## src/core/adc_port_pkg.sv

```systemverilog
// constants for the converter strobe and result readout port
package adc_port_pkg;
  // ------------------------------------------------------------
  // host offsets
  // ------------------------------------------------------------
  localparam logic [0:0] OFS_STROBE = 1'h0;
  localparam logic [0:0] OFS_LOW = 1'h0;
  localparam logic [0:0] OFS_HIGH = 1'h1;
  localparam logic [0:0] OFS_WORD = 1'h0;
  // ------------------------------------------------------------
  // strobe codes while triggering is enabled
  // ------------------------------------------------------------
  localparam logic [7:0] CODE_START = 8'h55;
  localparam logic [7:0] CODE_STOP = 8'hAA;
  localparam logic [7:0] CODE_SYNC = 8'h5A;
  // ------------------------------------------------------------
  // result field and reset values
  // ------------------------------------------------------------
  localparam int RESULT_W = 16;
  localparam int LOW_LSB = 0;
  localparam int HIGH_LSB = 8;
  localparam logic [15:0] RESULT_RESET = 16'h0000;
  localparam logic [15:0] NEG_FULL_SCALE = 16'h0000;
  localparam logic [15:0] POS_FULL_SCALE = 16'hFFFF;
  localparam int FIFO_AW = 4;
  localparam logic [4:0] COUNT_RESET = 5'h00;
  localparam logic [3:0] PTR_RESET = 4'h0;
  localparam logic EMPTY_RESET = 1'b1;
endpackage

```

## src/core/adc_readout.sv

```systemverilog
// converter strobe decode and result readout with sample fifo
`timescale 1ns/1ps

// host reads and writes are one-cycle strobes on the board clock. read
// data and its valid pulse follow one cycle after the strobe, and the
// data stays until the next read. the superset jumper is a pin, so it
// passes two flops and a mode change acts two cycles late; leaving fifo
// mode drops whatever was stored. the fifo is sixteen words deep and a
// conversion that finds it full is lost, which the host sees only as a
// gap, so it should drain well before the count reaches the top.
module adc_readout (
  input wire logic clk_i,               // board clock, 40 MHz
  input wire logic reset_i,             // async reset, active high
  input wire logic wr_i,                // host write strobe, one cycle
  input wire logic rd_i,                // host read strobe, one cycle
  input wire logic addr_i,              // host byte offset bit
  input wire logic word_i,              // host access is 16 bits wide
  input wire logic [7:0] wdata_i,       // host write data
  input wire logic trigger_enable_i,    // triggering enabled setting
  input wire logic fifo_superset_jumper_i, // fifo superset mode pin
  input wire logic conv_done_i,         // converter finished, one cycle
  input wire logic [15:0] conv_data_i,  // converter result
  output logic [15:0] rdata_o,          // host read data
  output logic rvalid_o,                // read data valid, one cycle
  output logic sample_req_o,            // software sample/burst request
  output logic trig_start_o,            // software trigger start
  output logic trig_stop_o,             // software trigger stop
  output logic trig_sync_o,             // software trigger sync
  output logic fifo_empty_o             // no samples stored
);
  // ------------------------------------------------------------
  // jumper synchroniser
  // ------------------------------------------------------------
  logic jmp_meta_r, jmp_r;

  // jumper is a pin, two stages before use
  // only the second stage is read; the first may still be settling
  always_ff @(posedge clk_i or posedge reset_i) begin
    if (reset_i) begin
      jmp_meta_r <= 1'b0;
      jmp_r <= 1'b0;
    end else begin
      jmp_meta_r <= fifo_superset_jumper_i;
      jmp_r <= jmp_meta_r;
    end
  end

  // ------------------------------------------------------------
  // strobe decode
  // ------------------------------------------------------------
  logic strobe_wr;
  logic req_nxt, start_nxt, stop_nxt, sync_nxt;
  logic req_r, start_r, stop_r, sync_r;

  assign strobe_wr = wr_i && (addr_i == adc_port_pkg::OFS_STROBE);

  // one pulse per qualifying strobe write
  always_comb begin
    req_nxt = 1'b0;
    start_nxt = 1'b0;
    stop_nxt = 1'b0;
    sync_nxt = 1'b0;
    if (strobe_wr) begin
      if (!trigger_enable_i) begin
        req_nxt = 1'b1;
      end else begin
        case (wdata_i)
          adc_port_pkg::CODE_START: start_nxt = 1'b1;
          adc_port_pkg::CODE_STOP: stop_nxt = 1'b1;
          adc_port_pkg::CODE_SYNC: sync_nxt = 1'b1;
          default: req_nxt = 1'b1;
        endcase
      end
    end
  end

  // pulses registered so each output leaves a flop
  always_ff @(posedge clk_i or posedge reset_i) begin
    if (reset_i) begin
      req_r <= 1'b0;
      start_r <= 1'b0;
      stop_r <= 1'b0;
      sync_r <= 1'b0;
    end else begin
      req_r <= req_nxt;
      start_r <= start_nxt;
      stop_r <= stop_nxt;
      sync_r <= sync_nxt;
    end
  end

  // outputs straight from their registers
  assign sample_req_o = req_r;
  assign trig_start_o = start_r;
  assign trig_stop_o = stop_r;
  assign trig_sync_o = sync_r;

  // ------------------------------------------------------------
  // read access decode
  // ------------------------------------------------------------
  logic rd_word, rd_high, rd_low;

  // a word access always means offset 0; of the byte reads only the
  // high one finishes a sample, so the low byte may be reread freely
  assign rd_word = rd_i && word_i;
  assign rd_high = rd_i && !word_i && (addr_i == adc_port_pkg::OFS_HIGH);
  assign rd_low = rd_i && !word_i && (addr_i == adc_port_pkg::OFS_LOW);

  // ------------------------------------------------------------
  // sample fifo pointers
  // ------------------------------------------------------------
  localparam int DEPTH = 1 << adc_port_pkg::FIFO_AW;
  logic [adc_port_pkg::FIFO_AW-1:0] wptr_r, wptr_nxt, rptr_r, rptr_nxt;
  logic [adc_port_pkg::FIFO_AW:0] count_r, count_nxt;
  logic push, pop, rd_data_sel;
  logic fifo_full, fifo_has;
  logic [15:0] ram_q;

  // state of the ring taken from the count, since equal pointers alone
  // cannot tell a full ring from an empty one
  assign fifo_full = (count_r == (adc_port_pkg::FIFO_AW+1)'(DEPTH));
  assign fifo_has = (count_r != adc_port_pkg::COUNT_RESET);

  // new samples dropped only when full; reads never stall writes
  assign push = conv_done_i && jmp_r && !fifo_full;
  assign pop = jmp_r && fifo_has && (rd_word || rd_high);

  // push and pop in same cycle
  always_comb begin
    wptr_nxt = wptr_r;
    rptr_nxt = rptr_r;
    count_nxt = count_r;
    if (push) begin
      wptr_nxt = wptr_r + 1'b1;
    end
    if (pop) begin
      rptr_nxt = rptr_r + 1'b1;
    end
    if (push && !pop) begin
      count_nxt = count_r + 1'b1;
    end else if (pop && !push) begin
      count_nxt = count_r - 1'b1;
    end
    // leaving fifo mode discards stored samples
    if (!jmp_r) begin
      wptr_nxt = adc_port_pkg::PTR_RESET;
      rptr_nxt = adc_port_pkg::PTR_RESET;
      count_nxt = adc_port_pkg::COUNT_RESET;
    end
  end

  // pointer and count registers
  always_ff @(posedge clk_i or posedge reset_i) begin
    if (reset_i) begin
      wptr_r <= adc_port_pkg::PTR_RESET;
      rptr_r <= adc_port_pkg::PTR_RESET;
      count_r <= adc_port_pkg::COUNT_RESET;
    end else begin
      wptr_r <= wptr_nxt;
      rptr_r <= rptr_nxt;
      count_r <= count_nxt;
    end
  end

  // head read address: next entry when popping, ram output lags a cycle
  // behind a fresh write; the bypass below covers that cycle
  sample_ram u_ram (
    .clk_i(clk_i),
    .wr_en_i(push),
    .wr_addr_i(wptr_r),
    .wr_data_i(conv_data_i),
    .rd_addr_i(rptr_nxt),
    .rd_data_o(ram_q)
  );

  // ------------------------------------------------------------
  // head bypass
  // ------------------------------------------------------------
  // the ram reads before it writes, so a sample pushed into the slot
  // that is about to be the head shows the old word for a cycle; the
  // bypass holds the new word in flops until the ram output catches up
  logic byp_hit;
  logic byp_nxt, byp_r;
  logic [15:0] byp_data_nxt, byp_data_r;
  logic [15:0] head_q;

  assign byp_hit = push && (wptr_r == rptr_nxt);

  // capture the word that the ram cannot show yet
  always_comb begin
    byp_nxt = byp_hit;
    byp_data_nxt = byp_data_r;
    if (byp_hit) begin
      byp_data_nxt = conv_data_i;
    end
  end

  // bypass registers
  always_ff @(posedge clk_i or posedge reset_i) begin
    if (reset_i) begin
      byp_r <= 1'b0;
      byp_data_r <= adc_port_pkg::RESULT_RESET;
    end else begin
      byp_r <= byp_nxt;
      byp_data_r <= byp_data_nxt;
    end
  end

  // head word as the host should see it this cycle
  assign head_q = byp_r ? byp_data_r : ram_q;

  // ------------------------------------------------------------
  // held result for plain mode
  // ------------------------------------------------------------
  logic [15:0] hold_r, hold_nxt;

  always_comb begin
    hold_nxt = hold_r;
    if (conv_done_i) begin
      hold_nxt = conv_data_i;
    end
  end

  // held word register
  always_ff @(posedge clk_i or posedge reset_i) begin
    if (reset_i) begin
      hold_r <= adc_port_pkg::RESULT_RESET;
    end else begin
      hold_r <= hold_nxt;
    end
  end

  // ------------------------------------------------------------
  // read data path
  // ------------------------------------------------------------
  logic [15:0] src, rdata_nxt;
  logic rvalid_r, empty_r, empty_nxt;
  logic [15:0] rdata_r;

  // empty fifo returns the last held value rather than stale ram
  assign rd_data_sel = jmp_r && fifo_has;
  assign src = rd_data_sel ? head_q : hold_r;

  // plain reads have no side effect
  always_comb begin
    rdata_nxt = rdata_r;
    if (rd_word) begin
      rdata_nxt = src;
    end else if (rd_high) begin
      rdata_nxt = {8'h00, src[adc_port_pkg::HIGH_LSB +: 8]};
    end else if (rd_low) begin
      rdata_nxt = {8'h00, src[adc_port_pkg::LOW_LSB +: 8]};
    end
  end

  always_comb begin
    empty_nxt = (count_nxt == adc_port_pkg::COUNT_RESET);
  end

  // read data, valid pulse and empty flag
  always_ff @(posedge clk_i or posedge reset_i) begin
    if (reset_i) begin
      rdata_r <= adc_port_pkg::RESULT_RESET;
      rvalid_r <= 1'b0;
      empty_r <= adc_port_pkg::EMPTY_RESET;
    end else begin
      rdata_r <= rdata_nxt;
      rvalid_r <= rd_i;
      empty_r <= empty_nxt;
    end
  end

  // outputs straight from their registers
  assign rdata_o = rdata_r;
  assign rvalid_o = rvalid_r;
  assign fifo_empty_o = empty_r;
endmodule

```

## src/core/sample_ram.sv

```systemverilog
// sample storage memory with registered read data
`timescale 1ns/1ps
module sample_ram (
  input wire logic clk_i,                          // board clock
  input wire logic wr_en_i,                        // write strobe
  input wire logic [adc_port_pkg::FIFO_AW-1:0] wr_addr_i, // write address
  input wire logic [15:0] wr_data_i,               // write data
  input wire logic [adc_port_pkg::FIFO_AW-1:0] rd_addr_i, // read address
  output logic [15:0] rd_data_o                    // registered read data
);
  logic [15:0] mem [0:(1<<adc_port_pkg::FIFO_AW)-1];
  logic [15:0] rd_nxt;

  // ------------------------------------------------------------
  // storage
  // ------------------------------------------------------------
  // read is combinational into a register stage
  always_comb begin
    rd_nxt = mem[rd_addr_i];
  end

  // memory has no reset; contents are don't-care until written
  always_ff @(posedge clk_i) begin
    if (wr_en_i) begin
      mem[wr_addr_i] <= wr_data_i;
    end
    rd_data_o <= rd_nxt;
  end
endmodule

```

## config.mk

```make
export PLATFORM = sky130hd
export DESIGN_NAME = adc_readout
export DESIGN_NICKNAME = d
export VERILOG_FILES = /design/src/core/adc_port_pkg.sv /design/src/core/adc_readout.sv /design/src/core/sample_ram.sv
export SDC_FILE = /design/constraint.sdc
export NUM_CORES = 1
export LEC_CHECK = 0
export BUFFER_PORTS_ARGS = -buffer_cell sky130_fd_sc_hd__buf_2
export CAP_MARGIN = 20
export CORE_ASPECT_RATIO = 0.7
export CORE_MARGIN = 1
export CORE_UTILIZATION = 46
export DETAILED_ROUTE_END_ITERATION = 8
export PLACE_DENSITY = 0.58
export SLEW_MARGIN = 25
export SYNTH_ARGS = -nofsm -noshare
export SYNTH_HDL_FRONTEND = slang
export SYNTH_SLANG_ARGS = --single-unit
```

## constraint.sdc

```tcl
create_clock -name clk_i -period 4.9 [get_ports clk_i]
set_input_delay 0.49 -clock clk_i [delete_from_list [all_inputs] [get_ports clk_i]]
set_output_delay 0.49 -clock clk_i [all_outputs]
set_load 0.005 [all_outputs]
```

==> After elaboration in Yosys (flattened, before gate mapping) <==
Memories as Yosys holds them, arrays and structs flattened. A register that Yosys moved wholly into a read port is not among the register bits.
Index checks and enable logic that the tools add are counted.
{ "classes": {"muxes": 26, "n_eq_ne": 6, "n_addsub": 4, "n_reduce_logical": 21, "bitwise": 1} }
{ "op_table": {"columns": ["op", "n"], "rows": [
  ["16-bit 2-to-1 mux", 5],
  ["8-bit by 7-bit == test with 1-bit output (second input constant)", 2],
  ["4-bit 2-to-1 mux", 4],
  ["5-bit 2-to-1 mux", 3],
  ["1-bit 2-to-1 mux", 14],
  ["1-bit logical AND", 12],
  ["4-bit by 1-bit adder with 4-bit output (second input constant)", 2],
  ["8-bit == test (second input constant)", 1],
  ["5-bit by 1-bit adder with 5-bit output (second input constant)", 1],
  ["5-bit == test (second input constant)", 1],
  ["5-bit logical NOT", 1],
  ["5-bit nonzero test", 1],
  ["5-bit by 1-bit subtractor with 5-bit output (second input constant)", 1],
  ["4-bit == test", 1],
  ["1-bit logical NOT", 4],
  ["3-bit nonzero test", 1],
  ["3-bit OR reduction", 1],
  ["2-bit by 1-bit != test with 1-bit output (second input constant)", 1],
  ["1-bit logical OR", 1],
  ["1-bit NOT", 1]
]} }
{ "word_totals": {"wordCells": 74, "in_bits": 33, "output_inout_bits": 22, "ram_bits": 256, "ff_bits": 70, "n_memories": 1} }
{ "memory_table": {"columns": ["name", "depth", "word_bits", "read_ports", "rd_ports_with_merged_regs", "wr", "line_no", "text"], "rows": [
  ["u_ram.mem", 16, 16, 1, 1, 1, "sample_ram.sv:11", "logic [15:0] mem [0:(1<<adc_port_pkg::FIFO_AW)-1];"]
]} }

==> Longest topological paths before layout <==
Gate-level depths: netlist (run 1).
{ "logic_depth": {"word_depth": 10, "depth_mapped": 11, "depth_no_buf": 9} }

==> Modules after synthesis <==
Synthesis (run 1) repeated with hierarchy kept, for this count alone.
{ "unflattened": {"cells_unflattened": 733, "area_unflattened_um2": 13506.7} }
{ "modules_own_cells": {"columns": ["module", "seq_area_each_um2", "cells_per_inst", "area_per_inst_um2", "n_inst"], "rows": [
  ["sample_ram", 8007.7, 432, 10043.4, 1],
  ["adc_readout", 1752.9, 301, 3463.3, 1]
]} }

==> Worst setup path after synthesis (run 1) <==
No wires, ideal clock.
{ "synth_path": {"path_kind": "reg2reg", "from": "register count_r[0] (netlist name)", "to": "memory u_ram.mem[0][0] (enable)", "stages_incl_launch_ff": 6, "setup_time_ns": 0.430, "t_arrival_ns": 2.548, "required_ns": 4.470, "n_path_buf": 0, "path_slack_ns": 1.921, "period_less_slack_ns": 2.979, "cell_sequence": "dfrtp_1 > inv_1 > ha_1 > nand4bb_1 > nand2_1 > nor4_1"} }
{ "synth_between": {"elab_chain_len": 5} }
{ "synth_lines": {"columns": ["element", "line_no", "text"], "rows": [
  ["start, declared", "adc_readout.sv:114", "logic [adc_port_pkg::FIFO_AW:0] count_r, count_nxt;"],
  ["start signal, assigned", "adc_readout.sv:157", "count_r <= adc_port_pkg::COUNT_RESET;"],
  ["start signal, assigned", "adc_readout.sv:161", "count_r <= count_nxt;"],
  ["5-bit == test", "adc_readout.sv:121", "assign fifo_full = (count_r == (adc_port_pkg::FIFO_AW+1)'(DEPTH));"],
  ["1-bit logical NOT", "adc_readout.sv:125", "assign push = conv_done_i && jmp_r && !fifo_full;"],
  ["1-bit logical AND", "adc_readout.sv:125", null],
  ["1-bit 2-to-1 mux", "sample_ram.sv:24", "if (wr_en_i) begin"],
  ["1-bit 2-to-1 mux (not written as such)", "sample_ram.sv:25", "mem[wr_addr_i] <= wr_data_i;"],
  ["end, declared", "sample_ram.sv:11", null]
]} }
Every way passes these cells.

==> Final worst setup path (run 1) <==
{ "layout_path": {"from": "register count_r[0] (netlist name)", "to": "register byp_data_r[14]"} }
{ "layout_between": {"elab_chain_len": 7, "word_cells_on_any_way": 10, "classes_between": "eq/ne: 2; mux: 2; reduce/logical: 6"} }
{ "layout_lines": {"columns": ["element", "line_no", "text"], "rows": [
  ["5-bit nonzero test", "adc_readout.sv:122", "assign fifo_has = (count_r != adc_port_pkg::COUNT_RESET);"],
  ["1-bit logical AND (2 in a row)", "adc_readout.sv:126", "assign pop = jmp_r && fifo_has && (rd_word || rd_high);"],
  ["4-bit 2-to-1 mux", "adc_readout.sv:136", "if (pop) begin"],
  ["4-bit 2-to-1 mux", "adc_readout.sv:145", "if (!jmp_r) begin"],
  ["4-bit == test", "adc_readout.sv:187", "assign byp_hit = push && (wptr_r == rptr_nxt);"],
  ["1-bit logical AND (*)", "adc_readout.sv:187", null],
  ["end signal, assigned", "adc_readout.sv:202", "byp_data_r <= adc_port_pkg::RESULT_RESET;"],
  ["end signal, assigned", "adc_readout.sv:205", "byp_data_r <= byp_data_nxt;"],
  ["end, declared", "adc_readout.sv:184", "logic [15:0] byp_data_nxt, byp_data_r;"]
]} }
Mark *: on every way between the ends. The rest lies on a longest branch, timed or not.
A chain may end at the register's enable or synchronous reset.

==> qor.csv, run 1 <==
stage,metric,value,unit
logic_synthesis,synth-compound-area-share,0.0991,
finish,drive_above_1_share,0.174,
power,p_leak,5.59,nW
timing,rsz0062_at_grt,no,
placement,dpl.hpwl,20300,um
critical_path,cp.arrival,3.88,ns
die,die_area,31000,um2
routing,dr_total_vias,8633,
logic_synthesis,syn-cell-area,13900,um2
global_route,top_usage_layer,met1,
placement,gp_congestion,0.754,
logic_synthesis,ys_seq_area_frac,0.701,
die,fp.dieH,148,um
routing,routed_wirelength,37000,um
timing,tns,0,ns
clock_tree,clkTransAtPathRegs,0.06,ns
clock_tree,post_cts_buffers,0,
logic_synthesis,synth_edf_count,256,
global_route,grt_max_degree,131,
critical_path,start_kind,register,
global_route,grt_util_met2,0.349,
logic_synthesis,synth_top_family_by_area,simple AND/OR/NAND/NOR gates,
routing,post-route-drc-count,0,
routing,final_antenna_net_count,0,
critical_path,critPathMaxFanout,66,
placement,place_ws,1.34,ns
timing,skew,0.0189,ns
global_route,grt_use_total,0.242,
critical_path,end_kind,register,
global_route,gr-usage-met3,0.0586,
clock_tree,cts_root_buffer,clkbuf_16,
job,cap_violations,0,
routing,viasPerCell,5.84,
die,core_area,29300,um2
finish,n_antenna_cell,0,
timing,fin_ws,1.46,ns
power,finalPower,0.00639,W
timing,tightest_slew,1.07,ns
logic_synthesis,synthSimpleGateAreaFrac,0.112,
global_route,overflow,0,
timing,max_freq,291,MHz
die,rows,52,
timing,setup_viol,0,
logic_synthesis,synthMuxAreaShare,0.0460,
clock_tree,cts_tree,done,
power,power_density,407,nW/um2
logic_synthesis,synth_xor_area_frac,0.00691,
logic_synthesis,synth_fa_ha_area_frac,0.00629,
timing,finalCritPeriodShare,0.702,
routing,wire_per_inst,25.0,um
die,initial_core_util,0.475,
timing,hold_slack,0.0267,ns
die,die_w,210,um
logic_synthesis,async_flop_share,0.205,
die,ioPinCount,55,
clock_tree,clockBufferDepth,3,
clock_tree,cts_made_buffers,31,
clock_tree,clkLatencyLatePin,0.57,ns
clock_tree,cts_sinks,342,
timing,max_slew_margin,0.288,
global_route,grt_pass1_vias,8281,
placement,port_buffers,54,
logic_synthesis,ys_types,55,
logic_synthesis,yosysWarningCount,0,
logic_synthesis,synth-main-ff-cell,edfxtp_1,
logic_synthesis,synth_nets,1043,
finish,nets,1090,
routing,drtIter0Drc,810,
logic_synthesis,synth_cells,1003,
global_route,antenna_found_initial,3,
clock_tree,h-tree-depth,1,
global_route,grt_pass1_wl,54800,um
status,outcome,"complete, no violations",
timing,min_period,3.44,ns
routing,first_pass_iters,5,
critical_path,cp.required,5.34,ns
min_path,hp-class,in2reg,
finish,syn2layout_area_growth,12.6,%
timing,slew_violations,0,
global_route,globalRouteMet1Util,0.375,
critical_path,crit_type,reg2reg,
timing,hold_viol,0,
logic_synthesis,synth_seq_cells,342,
power,ir_worst_vdd,0.305,mV
logic_synthesis,syn_area_per_cell,13.9,um2
worst paths after layout:
check,end,slack (ns),depth (start not counted),startpoint
max,byp_data_r[14]$_DFFE_PP0P_,1.46,10,count_r[0]$_DFF_PP0_
min,jmp_meta_r$_DFF_PP0_,0.03,1,fifo_superset_jumper_i
max reg2reg,byp_data_r[14]$_DFFE_PP0P_,1.46,10,count_r[0]$_DFF_PP0_
min reg2reg,jmp_r$_DFF_PP0_,0.35,0,jmp_meta_r$_DFF_PP0_
max in group asynchronous,byp_data_r[7]$_DFFE_PP0P_,3.46,4,reset_i
min in group asynchronous,hold_r[0]$_DFFE_PP0P_,0.49,3,reset_i
cell families (layout without fill, tap and decap cells):
group	after synthesis	after routing
adder cells (fa/ha/maj)	7	7
AO/OA/AOI/OAI	183	183
XOR/XNOR	11	11
buffers and inverters	94	165
AND/OR/NAND/NOR	307	307
flip-flops	342	342
multiplexers	59	59
placed cells by master (no fill, tap or decap), types with 5 or more instances in the layout:
| cell type | netlist | routed |
|---|---|---|
| a211oi_1 | 66 | 66 |
| mux2_2 | 39 | 39 |
| xnor2_1 | 7 | 7 |
| nor3_1 | 5 | 5 |
| o22ai_1 | 8 | 8 |
| inv_1 | 22 | 21 |
| nand4_1 | 5 | 5 |
| clkbuf_1 | 46 | 9 |
| and3_1 | 66 | 66 |
| buf_2 | 11 | 54 |
| clkinv_2 | 0 | 8 |
| a311oi_1 | 64 | 64 |
| clkbuf_16 | 0 | 31 |
| ha_1 | 7 | 7 |
| a21oi_1 | 26 | 26 |
| clkinv_1 | 1 | 5 |
| edfxtp_1 | 256 | 256 |
| mux2i_1 | 19 | 19 |
| nand2_1 | 136 | 136 |
| buf_4 | 4 | 28 |
| nor2_1 | 40 | 36 |
| dfxtp_1 | 16 | 16 |
| and2_1 | 15 | 13 |
| or4_1 | 16 | 16 |
| dfrtp_1 | 69 | 69 |
power breakdown:
group | leakage (nW) | internal (W) | switching, W
Clock | 0.483 | 0.00137 | 0.00106
Combinational | 1.81 | 0.000246 | 0.000373
Sequential | 3.30 | 0.00326 | 0.0000804
Total | 5.59 | 0.00488 | 0.00152
worst max-delay path, stage by stage, from the launching register on:
cell and delay (ns):
dfrtp_1 0.43, inv_1 0.08, ha_1 0.21, or4b_4 0.51, nand4_2 0.12, buf_4 0.62, and4b_1 0.31, o211ai_1 0.12
nor3_4 0.20, buf_4 0.32, mux2_2 0.37
layout make-up:
type                       instances  area, um2
clock inverter                    17        185
fill                            2491      13600
clock buffer                      40        810
inverter                          24       96.3
tap                              405        507
sequential                       342       9760
multi-input combinational        567       3830
timing repair buffer              84        510
cell usage after synthesis (2+ instances only):
cell / instances / area (um2)
a211oi_1: 66 / 495
mux2i_1: 19 / 190
xor2_1: 4 / 35.0
ha_1: 7 / 87.6
a21oi_1: 26 / 130
buf_6: 3 / 33.8
buf_1: 6 / 22.5
o31a_1: 2 / 17.5
nor4_1: 6 / 37.5
or4_1: 16 / 120
nand4_1: 5 / 31.3
and2_1: 15 / 93.8
a311oi_1: 64 / 561
clkbuf_1: 46 / 173
edfxtp_1: 256 / 7690
xnor2_1: 7 / 61.3
o21a_1: 2 / 15.0
dfxtp_1: 16 / 320
and3_1: 66 / 413
dfrtp_1: 69 / 1730
mux2_2: 39 / 439
o211ai_1: 4 / 30.0
nand2_1: 136 / 510
nor2_1: 40 / 150
nand3_1: 3 / 15.0
nor3_1: 5 / 25.0
buf_4: 4 / 30.0
o21ai_1: 3 / 15.0
inv_1: 22 / 82.6
o22ai_1: 8 / 50.1
buf_2: 11 / 55.1
nor4bb_1: 3 / 30.0
nor3b_1: 2 / 15.0
flip-flops by register name, indices dropped and copies added (netlist names):
register / flops
byp_data_r: 16
byp_r: 1
count_r: 5
fifo_empty_o: 1
hold_r: 16
jmp_meta_r: 1
jmp_r: 1
rdata_o: 16
rptr_r: 4
rvalid_o: 1
sample_req_o: 1
trig_start_o: 1
trig_stop_o: 1
trig_sync_o: 1
u_ram.mem: 256
u_ram.rd_data_o: 16
wptr_r: 4
per-layer routing:
layer,wire length [um],part of all wire,vias up
met5,37,0.0010,-
met4,613,0.017,6
met3,2530,0.068,55
met2,15800,0.43,251
met1,18000,0.49,4385
li1,-,-,3936
stage by stage:
| stage | util | instance area [um2] | std cells |
|---|---|---|---|
| 5_1_grt | 0.535 | 15700 | 1479 |
| 2_1_floorplan | - | 13900 | 1003 |
| 3_3_place_gp | 0.501 | 14700 | 1421 |
| 6_report | 0.535 | 15700 | 1479 |
| 3_5_place_dp | 0.501 | 14700 | 1421 |
| 4_1_cts | 0.535 | 15700 | 1479 |
timing repair:
| item | in CTS | in global routing |
|---|---|---|
| gates resized for setup | 0 | 0 |
| hold buffers | 1 | 0 |
| endpoints found under the hold margin | 29 | 0 |
Note: power is estimated with default switching activity, not from simulation.
==> inputs of run 2 (changes only) <==
PLACE_DENSITY = 0.61   (was 0.58)
clock period = 3.15 ns   (was 4.9 ns; I/O delays follow)
==> qor.csv, run 2 (same netlist as run 1, synthesis figures left out) <==
stage,metric,value,unit,change
critical_path,cp.required,3.61,ns,-1.73 ns
routing,first_pass_iters,7,,+2
clock_tree,cts_tree,done,,
finish,fillerInstances,2433,,-2.3%
die,die_w,210,um,unchanged
routing,wire_per_inst,24.0,um,-4.0%
clock_tree,clkTransAtPathRegs,0.06,ns,about the same
timing,tns,0,ns,unchanged
finish,final_cells,1510,,+2.1%
clock_tree,clkLatencyLatePin,0.52,ns,-0.05 ns
clock_tree,clockBufferDepth,3,,unchanged
global_route,grt_pass1_vias,8610,,+4.0%
timing,setup_viol,0,,unchanged
critical_path,cp.arrival,3.48,ns,-0.40 ns
job,cap_violations,0,,unchanged
clock_tree,h-tree-depth,2,,+1
routing,final_antenna_net_count,0,,unchanged
placement,place_ws,0.194,ns,-1.15 ns
global_route,overflow,0,,unchanged
finish,syn2layout_area_growth,15.6,%,
critical_path,end_kind,register,,
placement,gp_congestion,0.791,,+4.9%
placement,dpl.hpwl,20800,um,+2.0%
status,outcome,"complete, no violations",,
timing,finalCritPeriodShare,0.957,,+0.255
timing,skew,0.00914,ns,-0.00980 ns
global_route,antenna_found_initial,3,,unchanged
clock_tree,cts_made_buffers,34,,+9.7%
global_route,grt_pass1_wl,54900,um,+0.19%
routing,post-route-drc-count,0,,unchanged
timing,max_freq,332,MHz,+14%
power,power_density,626,nW/um2,+54%
finish,drive_above_1_share,0.191,,+0.0170
clock_tree,post_cts_buffers,0,,unchanged
min_path,hp-class,in2reg,,
clock_tree,cts_sinks,342,,unchanged
power,finalPower,0.0101,W,+58%
die,core_area,29300,um2,unchanged
routing,dr_total_vias,8797,,+1.9%
clock_tree,cts_root_buffer,clkbuf_16,,
timing,slew_violations,0,,unchanged
global_route,grt_use_total,0.242,,-0.000386
placement,port_buffers,54,,unchanged
die,fp.dieH,148,um,unchanged
power,p_leak,5.81,nW,+3.8%
timing,rsz0062_at_grt,no,,
finish,largest_reg_flops,256,,unchanged
timing,min_period,3.02,ns,-0.425 ns
timing,tightest_slew,0.757,ns,-0.309 ns
finish,mostFrequentLayoutCells,"edfxtp_1, nand2_1, dfrtp_1",,
global_route,grt_max_degree,74,,-44%
critical_path,start_kind,register,,
timing,fin_ws,0.134,ns,-1.33 ns
finish,nets,1120,,+2.8%
timing,hold_viol,0,,unchanged
routing,drtIter0Drc,827,,+2.1%
routing,viasPerCell,5.83,,-0.19%
finish,final_common_cell,edfxtp_1,,
critical_path,crit_type,reg2reg,,
die,initial_core_util,0.475,,unchanged
power,ir_worst_vdd,0.418,mV,+37%
placement,place_inst,1446,,+1.8%
finish,largest_register,u_ram.mem,,
die,rows,52,,unchanged
die,ioPinCount,55,,unchanged
routing,routed_wirelength,36200,um,-2.0%
critical_path,critPathMaxFanout,64,,-3.0%
timing,max_slew_margin,0.495,,+0.207
die,die_area,31000,um2,unchanged
==> run 2: cell types whose count changed in the layout (fill, tap and decap cells not counted), moves of 3 or more <==
cell,delta
bufinv_16,-3
clkbuf_1,+4
buf_4,+12
buf_12,+13
clkbuf_8,+3
clkbuf_16,+4
clkinv_2,-5
==> run 2: repair_timing <==
action,4_1_cts,5_1_grt
resized for setup,0,0
hold endpoints to repair,20,0
hold buffers,3,0
==> run 2: area by class of cell <==
type | count | area (um2) | area share
antenna | 1 | 2.50 | 0.000155
clock buffer | 51 | 966 | 0.0600
clock inverter | 9 | 73.8 | 0.00458
inverter | 24 | 93.8 | 0.00583
multi-input combinational | 567 | 3820 | 0.237
sequential | 342 | 9760 | 0.606
tap | 405 | 507 | 0.0315
timing repair buffer | 111 | 881 | 0.0547
==> run 2: report_power, final <==
group | switching, W | internal (W) | leakage [nW]
sequential | 0.000114 | 0.00507 | 3.30
combinational | 0.000594 | 0.000447 | 2.00
clock | 0.00165 | 0.00221 | 0.504
total | 0.00236 | 0.00772 | 5.81
==> run 2: worst paths after layout <==
check | start | endpoint | slack [ns] | cells after the start
setup reg to reg | count_r[0]$_DFF_PP0_ | u_ram.rd_data_o[14]$_DFF_P_ | 0.13 | 9
max in group asynchronous | reset_i | byp_data_r[1]$_DFFE_PP0P_ | 2.14 | 4
min in group asynchronous | reset_i | rptr_r[0]$_DFF_PP0_ | 0.31 | 3
setup / recovery | count_r[0]$_DFF_PP0_ | u_ram.rd_data_o[14]$_DFF_P_ | 0.13 | 9
hold reg to reg | jmp_meta_r$_DFF_PP0_ | jmp_r$_DFF_PP0_ | 0.35 | 0
hold / removal | wr_i | trig_start_o$_DFF_PP0_ | 0.07 | 3
==> run 2: worst max-delay path, stage by stage (launching register included) <==
cell	delay, ns
dfrtp_1	0.42
inv_1	0.08
ha_1	0.21
or4b_4	0.51
nand4_2	0.15
buf_4	0.58
and3_1	0.27
a211oi_1	0.05
a311oi_1	0.44
or4_1	0.19
==> run 2: routing by layer <==
metal / wire length [um] / up-vias / global-route usage
met5: 23 / - / 0
met4: 857 / 4 / 0.0679
met3: 2760 / 68 / 0.0576
met2: 15000 / 286 / 0.338
met1: 17600 / 4427 / 0.375
li1: - / 4012 / -
==> run 2: stage by stage <==
step / hold slack, ns / util / area, um2
after global placement: 0.294 / 0.512 / 15000
final: 0.0691 / 0.549 / 16100
after detailed placement: 0.301 / 0.512 / 15000
after floorplan: 0.331 / - / 13900
after global routing: 0.0918 / 0.549 / 16100
after CTS: 0.0509 / 0.549 / 16100
==> inputs of run 3 (changes only) <==
ABC_AREA = 1   (was unset)
==> qor.csv, run 3 <==
stage,metric,value,unit,change
status,outcome,finished with violations,,
status,violations,negative hold slack,,
finish,final_common_cell,nand3_1,,
critical_path,timing.rr.end,u_ram.rd_data_o[9]$_DFF_P_,,
routing,routed_wirelength,38000,um,+4.9%
global_route,grt_max_degree,98,,+32%
power,ir_worst_vdd,0.479,mV,+14%
timing,tns,0,ns,unchanged
finish,final_core_util,0.533,,-0.0162
routing,drtIter0Drc,1099,,+33%
clock_tree,cts_sinks,342,,unchanged
logic_synthesis,syn_area_per_cell,10.2,um2,-27%
routing,post-route-drc-count,0,,unchanged
critical_path,r2r_setup_slack,0.51,ns,+0.37 ns
routing,wire_per_inst,18.9,um,-21%
finish,fillerInstances,2885,,+19%
power,power_switching,0.00279,W,+18%
critical_path,reg2reg_from,count_r[0]$_DFF_PP0_,,
finish,drive_above_1_share,0.128,,-0.0634
placement,dpl.hpwl,23100,um,+11%
critical_path,reg2reg_depth,13,,+4
die,ioPinCount,55,,unchanged
timing,hold_slack,-0.0128,ns,-0.0819 ns
logic_synthesis,ys_types,35,,-36%
timing,max_slew_margin,0.390,,-0.106
timing,hold_viol,9,,+9
logic_synthesis,ys_seq_area_frac,0.642,,-0.0586
routing,first_pass_iters,5,,-2
clock_tree,clkLatencyLatePin,0.58,ns,+0.06 ns
routing,dr_total_vias,10500,,+20%
power,p_clk_frac,0.373,,-0.009
logic_synthesis,synth_seq_cells,342,,unchanged
critical_path,crit_type,reg2reg,,
logic_synthesis,synth_cells,1497,,+49%
placement,port_buffers,54,,unchanged
global_route,grt_pass1_wl,59900,um,+9.0%
logic_synthesis,yosysMostFrequentCell,nand3_1,,
logic_synthesis,synthTopCellsByCount,"nand3_1, nand2_1, inv_1, edfxtp_1, dfrtp_1",,
timing,min_period,2.64,ns,-0.374 ns
placement,gp_congestion,0.825,,+4.4%
die,core_area,32400,um2,+10%
power,power_frac_comb,0.133,,+0.030
critical_path,cpPeakStageDelay,0.41,ns,-0.17 ns
global_route,antenna_found_initial,1,,-2
timing,slew_violations,0,,unchanged
clock_tree,clkTransAtPathRegs,0.07,ns,about the same
clock_tree,cts_tree,done,,
clock_tree,cts_made_buffers,31,,-8.8%
job,cap_violations,0,,unchanged
die,rows,55,,+5.8%
power,seq_power_share,0.495,,-0.019
timing,finalCritPeriodShare,0.839,,-0.119
power,finalPower,0.0107,W,+6.4%
clock_tree,h-tree-depth,1,,-1
global_route,grt_use_total,0.232,,-0.00985
min_path,hp-class,in2async,,
logic_synthesis,yosysWarningCount,0,,unchanged
logic_synthesis,synth-main-ff-cell,edfxtp_1,,
finish,largest_register,u_ram.mem,,
finish,nets,1598,,+43%
logic_synthesis,synthTopCellsByArea,"edfxtp_1, dfrtp_1, nand3_1, nand2_1, inv_1",,
timing,max_freq,379,MHz,+14%
power,p_int,0.00793,W,+2.7%
finish,syn2layout_area_growth,13.5,%,
finish,mostFrequentLayoutCells,"nand3_1, nand2_1, inv_1, edfxtp_1, dfrtp_1",,
routing,final_antenna_net_count,0,,unchanged
logic_synthesis,async_flop_share,0.205,,unchanged
die,fp.dieH,154,um,+4.4%
critical_path,cp.required,3.66,ns,+0.05 ns
global_route,grt_pass1_vias,10300,,+20%
critical_path,worstPathCellList,"inv_1, ha_1, nand3_4, nand3_4, nand2_1, nand3_2, buf_12, inv_2, buf_4, nand3_1, nand3_1, nand3_1, nand2_1",,
critical_path,start_kind,register,,
logic_synthesis,syn-cell-area,15200,um2,+9.1%
clock_tree,cts_root_buffer,clkbuf_16,,
die,initial_core_util,0.469,,-0.00570
clock_tree,ctsResizeCount,0,,unchanged
finish,largest_reg_flops,256,,unchanged
power,p_leak,7.57,nW,+30%
critical_path,cp.arrival,3.15,ns,-0.33 ns
timing,skew,0.0137,ns,+0.00459 ns
critical_path,crit_path_frequent_cell,nand3_1,,
timing,setup_viol,0,,unchanged
timing,tightest_slew,0.915,ns,+0.158 ns
power,power_density,621,nW/um2,-0.76%
critical_path,critPathMaxFanout,65,,+1.6%
logic_synthesis,synth_area_leader_cell,edfxtp_1,,
logic_synthesis,synth_nets,1537,,+47%
logic_synthesis,synth_edf_count,256,,unchanged
power,sw_frac_of_total,0.260,,+0.0264
logic_synthesis,yosysTopAreaCellShare,0.506,,-0.0462
global_route,overflow,0,,unchanged
die,die_area,33800,um2,+9.0%
finish,n_antenna_cell,0,,-1
routing,viasPerCell,5.25,,-9.9%
timing,rsz0062_at_grt,no,,
die,die_w,219,um,+4.4%
critical_path,slowest_stage,dfrtp_1,,
critical_path,end_kind,register,,
clock_tree,clockBufferDepth,3,,unchanged
## run 3: area by class of cell
| type | count | area [um2] | area share |
|---|---|---|---|
| Sequential cell | 342 | 9760 | 0.565 |
| Multi-Input combinational cell | 814 | 4120 | 0.239 |
| Inverter | 265 | 995 | 0.0576 |
| Clock buffer | 43 | 882 | 0.0511 |
| Timing Repair Buffer | 104 | 778 | 0.0451 |
| Tap cell | 427 | 534 | 0.0309 |
| Clock inverter | 14 | 195 | 0.0113 |
## run 3: cell families after synthesis
family,Yosys count,share of synthesized area
AND/OR/NAND/NOR,731,0.228
AO/OA/AOI/OAI,58,0.0215
buffers and inverters,341,0.0903
flip-flops,342,0.642
adder cells (fa/ha/maj),7,0.00576
multiplexers,14,0.0104
XOR/XNOR,4,0.00230
## run 3: through the flow
stage	setup WS (ns)	instances	area, um2
final	0.508	2009	17300
after CTS	0.510	2009	17300
after global placement	0.638	1944	16100
after floorplan	0.517	1497	15200
after global routing	0.321	2009	17300
after detailed placement	0.544	1944	16100
## run 3: how the worst max path moves through the flow
stage / startpoint / end / slack (ns) / cells past startpoint
detailed placement: count_r[0]$_DFF_PP0_ / u_ram.rd_data_o[9]$_DFF_P_ / 0.54 / 13
floorplan: count_r[0]$_DFF_PP0_ / u_ram.mem[0][0]$_DFFE_PP_ / 0.52 / 10
finish: count_r[0]$_DFF_PP0_ / u_ram.rd_data_o[9]$_DFF_P_ / 0.51 / 13
global route: count_r[0]$_DFF_PP0_ / u_ram.rd_data_o[2]$_DFF_P_ / 0.32 / 13
CTS: count_r[0]$_DFF_PP0_ / u_ram.rd_data_o[9]$_DFF_P_ / 0.51 / 13
global placement: count_r[0]$_DFF_PP0_ / u_ram.rd_data_o[8]$_DFF_P_ / 0.64 / 13
## run 3: power by group through the flow
stage,logic (W),registers [W],clock network (W)
after floorplan,0.000961,0.00532,0
after global placement,0.00139,0.00540,0
after detailed placement,0.00141,0.00540,0
after CTS,0.00142,0.00530,0.00405
after global routing,0.00159,0.00533,0.00422
final,0.00142,0.00531,0.00400
## run 3: what timing repair did
item                       in CTS  in global routing
setup endpoints to repair       0                  0
buffers inserted                0                  0
hold buffers                    8                  0
hold endpoints to repair        5                  0
## run 3: metal layers
layer / wire length (um) / track usage
met1: 18500 / 0.361
met2: 15800 / 0.332
met3: 2680 / 0.0408
met4: 909 / 0.0615
met5: 9 / 0
## run 3: worst max-delay path, delay by kind of cell (launching register included)
family | cells | cell delay (ns)
adders and majority gates | 1 | 0.24
DFF | 1 | 0.41
buffers and inverters | 4 | 0.80
and+or+nand+nor | 8 | 1.08
